### config.mk
export PLATFORM = sky130hd
export DESIGN_NAME = dct_quant_rle_encoder
export DESIGN_NICKNAME = d
export VERILOG_FILES = /design/src/rtl/dct_quant_rle_encoder.v /design/src/rtl/dct_cos_coef.v
export VERILOG_INCLUDE_DIRS = /design/src /design/src/rtl
export SDC_FILE = /design/constraint.sdc
export NUM_CORES = 2
export LEC_CHECK = 0
export ABC_AREA = 1
export BUFFER_PORTS_ARGS = -buffer_cell sky130_fd_sc_hd__buf_4
export CAP_MARGIN = 10
export CORE_MARGIN = 4
export CORE_UTILIZATION = 40
export DETAILED_ROUTE_END_ITERATION = 16
export SLEW_MARGIN = 20
export SYNTH_ARGS = -nofsm -noshare
export SYNTH_HDL_FRONTEND = slang
export SYNTH_SLANG_ARGS = --single-unit
### constraint.sdc
create_clock -name clk -period 23.7 [get_ports clk]
set_input_delay 1.185 -clock clk [delete_from_list [all_inputs] [get_ports clk]]
set_output_delay 1.185 -clock clk [all_outputs]
set_load 0.02 [all_outputs]
### src/rtl/dct_quant_rle_defines.vh
// Constants for the block transform, quantizer and run/level coder.
// Included by the coder and its cosine table; definitions only.
`ifndef DCT_QUANT_RLE_DEFINES_VH
`define DCT_QUANT_RLE_DEFINES_VH

// Block geometry
`define BLK_LAST 6'h3F
`define LINE_LAST 3'h7

// States
`define ST_LOAD 3'h0
`define ST_ROW 3'h1
`define ST_COL 3'h2
`define ST_SCAN 3'h3
`define ST_MARK 3'h4
`define ST_WAIT 3'h5

// Transform scaling: cosines carry a gain of 64, each pass drops 7 bits
`define PASS_SHIFT 7
`define COS_DC 7'h2D
`define COS_K0 7'h40
`define COS_K1 7'h3F
`define COS_K2 7'h3B
`define COS_K3 7'h35
`define COS_K4 7'h2D
`define COS_K5 7'h24
`define COS_K6 7'h18
`define COS_K7 7'h0C

// Quantizer: weight is a step reciprocal, product rounded then shifted by 8
`define Q_HALF 23'h000080
`define WT_RESET 8'h10

`endif

### src/rtl/dct_quant_rle_encoder.v
// Residual coder: 8x8 block DCT, weighted quantizer, zigzag run/level output.
// Assumes one clock, samples and symbols on valid/ready, weights loaded by port.
//
// What this block does
// - Buffers and codes each 8x8 block alone.
// - Row transform first, then column transform.
// - Weights each coefficient, then rounds uniformly.
// - Weight matrix is writable through a port.
// - Reads coefficients out in zigzag order.
// - Emits zero run before each nonzero level.
// - Emits end marker once only zeros remain.
// - Run and level on separate fields together.
// - Intra and inter blocks take identical path.
`timescale 1ns/1ps
`default_nettype none
`include "dct_quant_rle_defines.vh"

module dct_quant_rle_encoder (
    input wire clk,
    input wire rst_n,
    input wire in_valid,
    output reg in_ready,
    input wire signed [8:0] in_sample,
    input wire in_intra,
    input wire wt_wr,
    input wire [5:0] wt_addr,
    input wire [7:0] wt_data,
    output reg out_valid,
    input wire out_ready,
    output reg [5:0] out_run,
    output reg signed [12:0] out_level,
    output reg block_end_marker,
    output reg out_intra
);

    reg [2:0] state_r;
    reg [5:0] cnt_r;
    reg [2:0] k_r;
    reg signed [24:0] acc_r;
    reg intra_r;
    reg [2:0] zr_r;
    reg [2:0] zc_r;
    reg [5:0] run_r;
    reg signed [8:0] smp_r [0:63];
    reg signed [13:0] row_r [0:63];
    reg signed [12:0] q_r [0:63];
    reg [7:0] wt_r [0:63];
    reg signed [13:0] opnd;
    reg [2:0] cf;
    reg [2:0] zr_nxt;
    reg [2:0] zc_nxt;
    wire signed [7:0] cos_c;
    wire signed [21:0] prod;
    wire signed [24:0] sum;
    wire signed [13:0] pass_res;
    wire signed [22:0] qp;
    wire [22:0] qmag;
    wire [22:0] qrnd;
    wire [12:0] qabs;
    wire [12:0] qlev;
    wire signed [12:0] scan_val;
    wire out_free;
    integer i;

    // Operand select for the shared multiply-accumulate
    always @*
    begin
        if (state_r == `ST_ROW)
        begin
            opnd = {{5{smp_r[{cnt_r[5:3], k_r}][8]}}, smp_r[{cnt_r[5:3], k_r}]};
            cf = cnt_r[2:0];
        end
        else
        begin
            opnd = row_r[{k_r, cnt_r[2:0]}];
            cf = cnt_r[5:3];
        end
    end

    dct_cos_coef u_cos (
        .freq(cf),
        .pos(k_r),
        .coef(cos_c)
    );

    assign prod = opnd * cos_c;
    assign sum = acc_r + {{3{prod[21]}}, prod};
    assign pass_res = sum[20:7];

    // Weighted quantizer, round to nearest, half away from zero
    assign qp = pass_res * $signed({1'b0, wt_r[cnt_r]});
    assign qmag = qp[22] ? (23'h000000 - qp) : qp;
    assign qrnd = qmag + `Q_HALF;
    assign qabs = qrnd[20:8];
    assign qlev = qp[22] ? (13'h0000 - qabs) : qabs;

    // Zigzag walker over (row, column)
    always @*
    begin
        zr_nxt = zr_r;
        zc_nxt = zc_r;
        if ((zr_r[0] ^ zc_r[0]) == 1'b0)
        begin
            if (zc_r == `LINE_LAST)
                zr_nxt = zr_r + 3'h1;
            else if (zr_r == 3'h0)
                zc_nxt = zc_r + 3'h1;
            else
            begin
                zr_nxt = zr_r - 3'h1;
                zc_nxt = zc_r + 3'h1;
            end
        end
        else
        begin
            if (zr_r == `LINE_LAST)
                zc_nxt = zc_r + 3'h1;
            else if (zc_r == 3'h0)
                zr_nxt = zr_r + 3'h1;
            else
            begin
                zr_nxt = zr_r + 3'h1;
                zc_nxt = zc_r - 3'h1;
            end
        end
    end

    assign scan_val = q_r[{zr_r, zc_r}];
    assign out_free = ~out_valid | out_ready;

    // Port-writable weight matrix
    always @(posedge clk or negedge rst_n)
    begin
        if (!rst_n)
        begin
            for (i = 0; i < 64; i = i + 1)
                wt_r[i] <= `WT_RESET;
        end
        else if (wt_wr)
            wt_r[wt_addr] <= wt_data;
    end

    // Block storage, no reset needed
    always @(posedge clk)
    begin
        if (state_r == `ST_LOAD && in_ready && in_valid)
            smp_r[cnt_r] <= in_sample;
        if (state_r == `ST_ROW && k_r == `LINE_LAST)
            row_r[cnt_r] <= pass_res;
        if (state_r == `ST_COL && k_r == `LINE_LAST)
            q_r[cnt_r] <= qlev;
    end

    // Sequencer and output symbols
    always @(posedge clk or negedge rst_n)
    begin
        if (!rst_n)
        begin
            state_r <= `ST_LOAD;
            cnt_r <= 6'h00;
            k_r <= 3'h0;
            acc_r <= 25'h0;
            intra_r <= 1'b0;
            zr_r <= 3'h0;
            zc_r <= 3'h0;
            run_r <= 6'h00;
            in_ready <= 1'b1;
            out_valid <= 1'b0;
            out_run <= 6'h00;
            out_level <= 13'h0000;
            block_end_marker <= 1'b0;
            out_intra <= 1'b0;
        end
        else
        begin
            case (state_r)
                `ST_LOAD:
                begin
                    if (in_valid && in_ready)
                    begin
                        if (cnt_r == 6'h00)
                            intra_r <= in_intra;
                        cnt_r <= cnt_r + 6'h01;
                        if (cnt_r == `BLK_LAST)
                        begin
                            in_ready <= 1'b0;
                            state_r <= `ST_ROW;
                        end
                    end
                end
                `ST_ROW, `ST_COL:
                begin
                    k_r <= k_r + 3'h1;
                    if (k_r == `LINE_LAST)
                    begin
                        acc_r <= 25'h0;
                        cnt_r <= cnt_r + 6'h01;
                        if (cnt_r == `BLK_LAST)
                        begin
                            state_r <= (state_r == `ST_ROW) ? `ST_COL : `ST_SCAN;
                            zr_r <= 3'h0;
                            zc_r <= 3'h0;
                            run_r <= 6'h00;
                        end
                    end
                    else
                        acc_r <= sum;
                end
                `ST_SCAN:
                begin
                    if (out_free)
                    begin
                        out_valid <= 1'b0;
                        if (scan_val != 13'h0000)
                        begin
                            out_valid <= 1'b1;
                            out_run <= run_r;
                            out_level <= scan_val;
                            block_end_marker <= 1'b0;
                            out_intra <= intra_r;
                            run_r <= 6'h00;
                        end
                        else
                            run_r <= run_r + 6'h01;
                        zr_r <= zr_nxt;
                        zc_r <= zc_nxt;
                        cnt_r <= cnt_r + 6'h01;
                        if (cnt_r == `BLK_LAST)
                            state_r <= `ST_MARK;
                    end
                end
                `ST_MARK:
                begin
                    if (out_free)
                    begin
                        out_valid <= 1'b1;
                        block_end_marker <= 1'b1;
                        out_run <= 6'h00;
                        out_level <= 13'h0000;
                        out_intra <= intra_r;
                        state_r <= `ST_WAIT;
                    end
                end
                `ST_WAIT:
                begin
                    if (out_ready)
                    begin
                        out_valid <= 1'b0;
                        block_end_marker <= 1'b0;
                        in_ready <= 1'b1;
                        state_r <= `ST_LOAD;
                    end
                end
                default:
                begin
                    state_r <= `ST_LOAD;
                    in_ready <= 1'b1;
                    out_valid <= 1'b0;
                    cnt_r <= 6'h00;
                end
            endcase
        end
    end

endmodule

`default_nettype wire

### src/rtl/dct_cos_coef.v
// Cosine coefficient table for an 8-point DCT, scaled by 64.
// Purely combinational; the caller supplies frequency and position.
`timescale 1ns/1ps
`default_nettype none
`include "dct_quant_rle_defines.vh"

module dct_cos_coef (
    input wire [2:0] freq,
    input wire [2:0] pos,
    output reg signed [7:0] coef
);

    wire [6:0] phase;
    reg [3:0] m;
    reg [6:0] mag;
    reg neg;

    // Angle index (2*pos+1)*freq, taken modulo 32
    assign phase = freq * {pos, 1'b1};

    always @*
    begin
        m = phase[3] ? (4'h0 - phase[3:0]) : phase[3:0];
        neg = phase[4] ^ (phase[3] & (phase[2:0] != 3'h0));
        case (m)
            4'h0: mag = `COS_K0;
            4'h1: mag = `COS_K1;
            4'h2: mag = `COS_K2;
            4'h3: mag = `COS_K3;
            4'h4: mag = `COS_K4;
            4'h5: mag = `COS_K5;
            4'h6: mag = `COS_K6;
            4'h7: mag = `COS_K7;
            default: mag = 7'h00;
        endcase
        if (freq == 3'h0)
        begin
            mag = `COS_DC;
            neg = 1'b0;
        end
        coef = neg ? (8'h00 - {1'b0, mag}) : {1'b0, mag};
    end

endmodule

`default_nettype wire

# Word-level counts from Yosys, hierarchy flattened
# Memories as Yosys holds them, arrays and structs flattened.
# Index checks and enable logic that the tools add are counted.
[word_totals]
reg_bits = 585
latch_bits = 0
ram_bits = 2304
rom_bits = 56
input_bits = 29
output_inout_bits = 23
wordCells = 242
mem_count = 4
[mem_list]
columns = ["name", "words", "width", "rd", "rd_clocked_by_memory_dff", "write_ports", "line_no", "text"]
rows = [
  ["row_r", 64, 14, 1, 0, 1, "dct_quant_rle_encoder.v:45", "reg signed [13:0] row_r [0:63];"],
  ["q_r", 64, 13, 1, 0, 1, "dct_quant_rle_encoder.v:46", "reg signed [12:0] q_r [0:63];"],
  ["smp_r", 64, 9, 1, 0, 1, "dct_quant_rle_encoder.v:44", "reg signed [8:0] smp_r [0:63];"],
  ["(no name shown)", 8, 7, 1, 0, 0, "dct_cos_coef.v:25", "case (m)"],
]
[op_classes]
add_sub_neg = 13
multipliers = 3
n_div = 0
order_cmp = 3
eq_ne = 22
shifts = 0
n_mux = 79
bitwise_logic = 10
reduce_logical = 30
[ops]
columns = ["op", "count"]
rows = [
  ["512-bit bitwise mux", 1],
  ["3-bit 2-to-1 mux", 21],
  ["6-bit 2-to-1 mux", 10],
  ["13-bit 2-to-1 mux", 4],
  ["8-bit binary-select mux with 6-bit select", 1],
  ["8-bit demux with 6-bit select", 1],
  ["8-bit 2-to-1 mux", 4],
  ["13-bit one-hot mux with 2 select lines", 1],
  ["25-bit adder", 1],
  ["25-bit 2-to-1 mux", 1],
  ["6-bit one-hot mux with 2 select lines", 2],
  ["6-bit one-hot mux with 4 select lines", 1],
  ["14-bit by 9-bit multiplier with 23-bit output", 1],
  ["14-bit by 8-bit multiplier with 22-bit output", 1],
  ["21-bit by 8-bit adder with 21-bit output (second input constant)", 1],
  ["21-bit 2-to-1 mux", 1],
  ["1-bit by 21-bit subtractor with 21-bit output (first input constant)", 1],
  ["1-bit 2-to-1 mux", 20],
  ["4-bit AND reduction", 5],
  ["3-bit equality test (second input constant)", 5],
  ["3-bit one-hot mux with 5 select lines", 1],
  ["7-bit >= comparator (second input constant)", 2],
  ["14-bit 2-to-1 mux", 1],
  ["7-bit 2-to-1 mux", 2],
  ["38 further kinds", 71],
]

# Longest topological paths before layout
# An unclocked memory read counts as a cell.
[depth]
depth_word = 18
mapped_depth = 104
depth_no_buf = 97

# Hierarchy
# A second synthesis with hierarchy kept.
[unflattened]
cells_unflattened = 10544
area_unflattened_um2 = 124349.3
[by_module_without_submodules]
columns = ["module", "n_inst", "cells_per_inst", "area_per_inst_um2", "seq_area_each_um2"]
rows = [
  ["dct_quant_rle_encoder", 1, 10413, 123664.9, 83806.6],
  ["dct_cos_coef", 1, 131, 684.4, 0.0],
]

# Worst setup path before layout
# OpenSTA, ideal clock, no wires.
[synth_timing]
kind = "flip-flop to flip-flop"
start = "reg k_r[1]"
end = "mem q_r[0][10], data pin"
setup_time_ns = 0.567
arrival_ns = 19.063
t_required_ns = 23.133
slack_ns = 4.070
stages_incl_launch_ff = 81
path_buffers = 9
synth_period_minus_slack_ns = 19.630
cell_sequence = "dfrtp_1 inv_1 clkbuf_1 buf_2 buf_2 buf_1 clkbuf_1 clkbuf_1 nor2_1 fa_1 ha_1 inv_1 fa_1 nand2_1 o21ai_1 inv_1 nor2_1 inv_1 [... 45 more ...] nand2_1 nand2_1 nand2_1 a21o_1 nand2_2 buf_6 nand2_1 nand2_1 nand2_1 ha_1 inv_1 ha_1 nand2_1 nor2_1 nand3_1 o21ai_2 nand2_1 xnor2_1"
[synth_between]
elab_chain_len = 16
word_cells_on_any_way = 23
classes_between = "6 x add/sub; 3 x mul; 8 x mux; 2 x bitwise; 1 x reduce/logical; 3 x memory"
[synth_lines]
columns = ["element", "line_no", "text"]
rows = [
  ["from (decl)", "dct_quant_rle_encoder.v:38", "reg [2:0] k_r;"],
  ["from (signal assigned)", "dct_quant_rle_encoder.v:193", "k_r <= k_r + 3'h1;"],
  ["3-bit by 4-bit multiplier with 5-bit output", "dct_cos_coef.v:19", "assign phase = freq * {pos, 1'b1};"],
  ["1-bit by 4-bit subtractor with 4-bit output", "dct_cos_coef.v:23", "m = phase[3] ? (4'h0 - phase[3:0]) : phase[3:0];"],
  ["4-bit 2-to-1 mux", "dct_cos_coef.v:23", ""],
  ["memory read 8 x 7 bit", "--", ""],
  ["7-bit 2-to-1 mux", "dct_cos_coef.v:25", ""],
  ["7-bit 2-to-1 mux", "dct_cos_coef.v:36", "if (freq == 3'h0)"],
  ["1-bit by 7-bit subtractor with 8-bit output", "dct_cos_coef.v:41", "coef = neg ? (8'h00 - {1'b0, mag}) : {1'b0, mag};"],
  ["8-bit 2-to-1 mux", "dct_cos_coef.v:41", ""],
  ["[... 2 more ...]", "--", ""],
  ["net sum[14]", "dct_quant_rle_encoder.v:54", "wire signed [24:0] sum;"],
  ["14-bit by 9-bit multiplier with 23-bit output *", "dct_quant_rle_encoder.v:91", "assign qp = pass_res * $signed({1'b0, wt_r[cnt_r]});"],
  ["1-bit by 21-bit subtractor with 21-bit output", "dct_quant_rle_encoder.v:92", "assign qmag = qp[22] ? (23'h000000 - qp) : qp;"],
  ["21-bit 2-to-1 mux", "dct_quant_rle_encoder.v:92", ""],
  ["21-bit by 8-bit adder with 21-bit output (no source line)", "--", ""],
  ["1-bit by 13-bit subtractor with 13-bit output", "dct_quant_rle_encoder.v:95", "assign qlev = qp[22] ? (13'h0000 - qabs) : qabs;"],
  ["13-bit 2-to-1 mux *", "dct_quant_rle_encoder.v:95", ""],
  ["net qlev[10]", "dct_quant_rle_encoder.v:60", "wire [12:0] qlev;"],
  ["to (decl)", "dct_quant_rle_encoder.v:46", ""],
]
# Mark *: on every way through the listed nets, which the timed path passes. The rest lies on a longest branch.

# Worst setup path in the final report
[layout_timing]
start = "reg cnt_r[3]"
end = "mem q_r[30][11], data pin"
[layout_between]
elab_chain_len = 17
word_cells_on_any_way = 28
classes_between = "6 x add/sub; 3 x mul; 12 x mux; 3 x bitwise; 2 x reduce/logical; 2 x memory"
[layout_lines]
columns = ["element", "line_no", "text"]
rows = [
  ["from (decl)", "dct_quant_rle_encoder.v:37", "reg [5:0] cnt_r;"],
  ["from (signal assigned)", "dct_quant_rle_encoder.v:183", "cnt_r <= cnt_r + 6'h01;"],
  ["from (signal assigned)", "dct_quant_rle_encoder.v:197", "cnt_r <= cnt_r + 6'h01;"],
  ["from (signal assigned)", "dct_quant_rle_encoder.v:227", "cnt_r <= cnt_r + 6'h01;"],
  ["3-bit 2-to-1 mux", "dct_quant_rle_encoder.v:68", "if (state_r == `ST_ROW)"],
  ["3-bit by 4-bit multiplier with 5-bit output", "dct_cos_coef.v:19", ""],
  ["1-bit by 4-bit subtractor with 4-bit output", "dct_cos_coef.v:23", ""],
  ["4-bit 2-to-1 mux", "dct_cos_coef.v:23", ""],
  ["memory read 8 x 7 bit", "--", ""],
  ["7-bit 2-to-1 mux", "dct_cos_coef.v:25", ""],
  ["7-bit 2-to-1 mux", "dct_cos_coef.v:36", ""],
  ["1-bit by 7-bit subtractor with 8-bit output", "dct_cos_coef.v:41", ""],
  ["[... 3 more ...]", "--", ""],
  ["net sum[18]", "dct_quant_rle_encoder.v:54", ""],
  ["14-bit by 9-bit multiplier with 23-bit output *", "dct_quant_rle_encoder.v:91", ""],
  ["1-bit by 21-bit subtractor with 21-bit output", "dct_quant_rle_encoder.v:92", ""],
  ["21-bit 2-to-1 mux", "dct_quant_rle_encoder.v:92", ""],
  ["21-bit by 8-bit adder with 21-bit output (no source line)", "--", ""],
  ["1-bit by 13-bit subtractor with 13-bit output", "dct_quant_rle_encoder.v:95", ""],
  ["13-bit 2-to-1 mux *", "dct_quant_rle_encoder.v:95", ""],
  ["net qlev[11]", "dct_quant_rle_encoder.v:60", ""],
]
# Mark *: on every way through the listed nets, which the timed path passes. The rest lies on a longest branch. The select of a mux whose other input is x is not followed.

==> flow_summary.json <==
{
  "clkLatencyLatePin_ns": 0.93,
  "timing.hold.ws_ns": 0.342,
  "gr-total-overflow": 0,
  "worst_slew_pin_slew_ns": 1.35,
  "crit_fanout": 64,
  "synth_flop_cell": "edfxtp_1",
  "synth_area_per_cell_um2": 11.8,
  "synth_common_cells": "2,304 x edfxtp_1, 1,785 x nand2_1, 1,260 x o21ai_0",
  "core_mm2": 0.307,
  "totalWireLength_um": 381000,
  "ant_nets": 0,
  "period_needed_ns": 20.00,
  "async_flop_share_pct": 20.1,
  "dp_slack_ns": 3.55,
  "clock.fmax_ghz": 0.0500,
  "crit_type": "reg2reg",
  "yosysTopAreaCell": "edfxtp_1",
  "vias_per_cell": 5.81,
  "ctsHoldBuffers": 0,
  "dieHeight_um": 564,
  "use_met1_pct": 31.7,
  "slowest_delay_ns": 0.85,
  "wl_per_cell_um": 25.8,
  "arrival_ns": 20.35,
  "synth.area.top_cells": "edfxtp_1 56%, dfrtp_1 10%, nand2_1 5.4%",
  "num_rows": 203,
  "drtIter0Drc": 10000,
  "grt_pass1_wl_um": 558000,
  "post_cts_resize_count": 0,
  "utilization_pct": 45.2,
  "htreeDepth": 5,
  "grtUsageTotal_pct": 23.3,
  "synth_cell_types": 77,
  "drv_slew": 0,
  "fin_skew_ns": 0.100,
  "tns_ns": 0,
  "yosysWarnings": 0,
  "place_congestion": 0.897,
  "detail_route.drc_violations": 0,
  "period_share_pct": 84.4,
  "r2r_slack_ns": 3.70,
  "cts_buffer_depth": 4,
  "syn-num-nets": 10800,
  "yosysMostFrequentCell": "edfxtp_1",
  "numCtsBuffers": 302,
  "synth_edf_count": 2304,
  "grt_max_degree": 189,
  "met3_usage_pct": 5.30,
  "status": "finished clean",
  "rsz0062_at_grt": "no",
  "syn_inst": 10500,
  "crit_top_cell": "nand2_1",
  "path_clk_slew_ns": 0.06,
  "dp_hpwl_um": 227000,
  "synthToLayoutAreaGrowth_pct": 12.1,
  "finalWorstSetupSlack_ns": 3.70,
  "grt_pass1_vias": 83000,
  "cts-root-buf": "clkbuf_16",
  "layout-drive-gt1-share_pct": 9.08,
  "vias": 85900,
  "max_slew_margin_pct": 8.75,
  "critPathSlowestCell": "xor2_1",
  "cts_setup_buffers": 0,
  "drv_cap": 0,
  "synth_top_area_share_pct": 55.9,
  "portBuffers": 51,
  "busiest_layer": "met2",
  "use_met2_pct": 36.6,
  "die_w_um": 564,
  "clock_sinks": 2885,
  "drt-pass1-iter-count": 6,
  "fin_nets": 10800,
  "antenna_found_initial": 12,
  "syn_area_mm2": 0.124,
  "yosysSeqAreaShare_pct": 67.7,
  "start_kind": "flip-flop",
  "dieArea_mm2": 0.318,
  "ios": 52,
  "worstSetupEndpointType": "flip-flop",
  "initial_core_util_pct": 40.3,
  "hold_violations": 0,
  "hp-class": "in2async",
  "ys_seq_elements": 2885,
  "setup_viol": 0,
  "cts_tree": "done",
  "cp.required_ns": 24.04
}
final cells by class:
class                      instances  area [um2]
fill                           27800      168000
sequential                      2885       83800
multi-input combinational       6386       35700
clock buffer                     397        8150
tap                             4100        5130
timing repair buffer             305        2380
inverter                         556        2130
clock inverter                   149        1380
antenna                            4        10.0
cell families (layout without fill, tap and decap cells):
kind of cell,count (synthesis),after routing,synth area share (%)
AOI/OAI and AO/OA,2690,2690,13.1
xor gates and xnor gates,67,67,0.480
adders and majority gates,308,308,4.22
buffers and inverters,1202,1407,3.78
DFF,2885,2885,67.7
muxes,1,1,0.00809
other,0,4,0
and+or+nand+nor,3320,3320,10.7
critical path: cells and delay by family (launching register included):
kind	cells	cell delay, ns
buffers and inverters	20	3.53
AO/OA/AOI/OAI	12	2.63
XOR/XNOR	3	1.46
flip-flops	1	0.36
AND/OR/NAND/NOR	36	5.07
adder cells (fa/ha/maj)	16	6.27
worst paths after layout:
kind                                       startpoint  cells after the start               endpoint
worst max-delay path             cnt_r[3]$_DFFE_PN0P_                     87  q_r[30][11]$_DFFE_PP_
min in group clk                wt_r[129]$_DFFE_PN0P_                      2  wt_r[129]$_DFFE_PN0P_
worst max register to register   cnt_r[3]$_DFFE_PN0P_                     87  q_r[30][11]$_DFFE_PP_
worst min-delay path                            rst_n                      1  wt_r[206]$_DFFE_PN0P_
max in group asynchronous                       rst_n                      3    zc_r[2]$_DFFE_PN0P_
worst min register to register  wt_r[129]$_DFFE_PN0P_                      2  wt_r[129]$_DFFE_PN0P_
state kept, by name, indices dropped and copies added (netlist names), 6 cells and up:
name / flops
row_r: 896
acc_r: 21
q_r: 832
cnt_r: 6
run_r: 6
wt_r: 512
out_level: 13
out_run: 6
smp_r: 576
layer usage:
| layer | vias up | wire length [um] |
|---|---|---|
| li1 | 37600 | - |
| met1 | 43400 | 153000 |
| met2 | 4055 | 176000 |
| met3 | 731 | 36800 |
| met4 | 12 | 15000 |
| met5 | - | 161 |
placed cells by master (no fill, tap or decap), types with 73 or more instances in the layout:
| cell type | Yosys | layout |
|---|---|---|
| a22oi_1 | 73 | 73 |
| a221oi_1 | 89 | 89 |
| a21oi_1 | 281 | 281 |
| clkbuf_1 | 454 | 76 |
| o22ai_1 | 550 | 550 |
| o221ai_1 | 94 | 94 |
| nand3_1 | 169 | 167 |
| nand4_1 | 77 | 77 |
| fa_1 | 182 | 182 |
| nor2_1 | 1116 | 1088 |
| clkbuf_16 | 0 | 306 |
| o211ai_1 | 74 | 74 |
| ha_1 | 126 | 125 |
| nand2_1 | 1785 | 1777 |
| dfrtp_1 | 516 | 508 |
| inv_1 | 518 | 504 |
| buf_4 | 2 | 297 |
| o21ai_0 | 1260 | 1258 |
| edfxtp_1 | 2304 | 2304 |
metrics by stage:
stage	instances	instance area, um2
6_report	14800	139000
5_1_grt	14800	139000
4_1_cts	14800	139000
3_5_place_dp	14200	129000
3_3_place_gp	14200	129000
2_1_floorplan	10500	124000
Power is left out: the tool's default activity adds up to more than one toggle a clock period on the data nets, which glitch-free logic cannot reach.
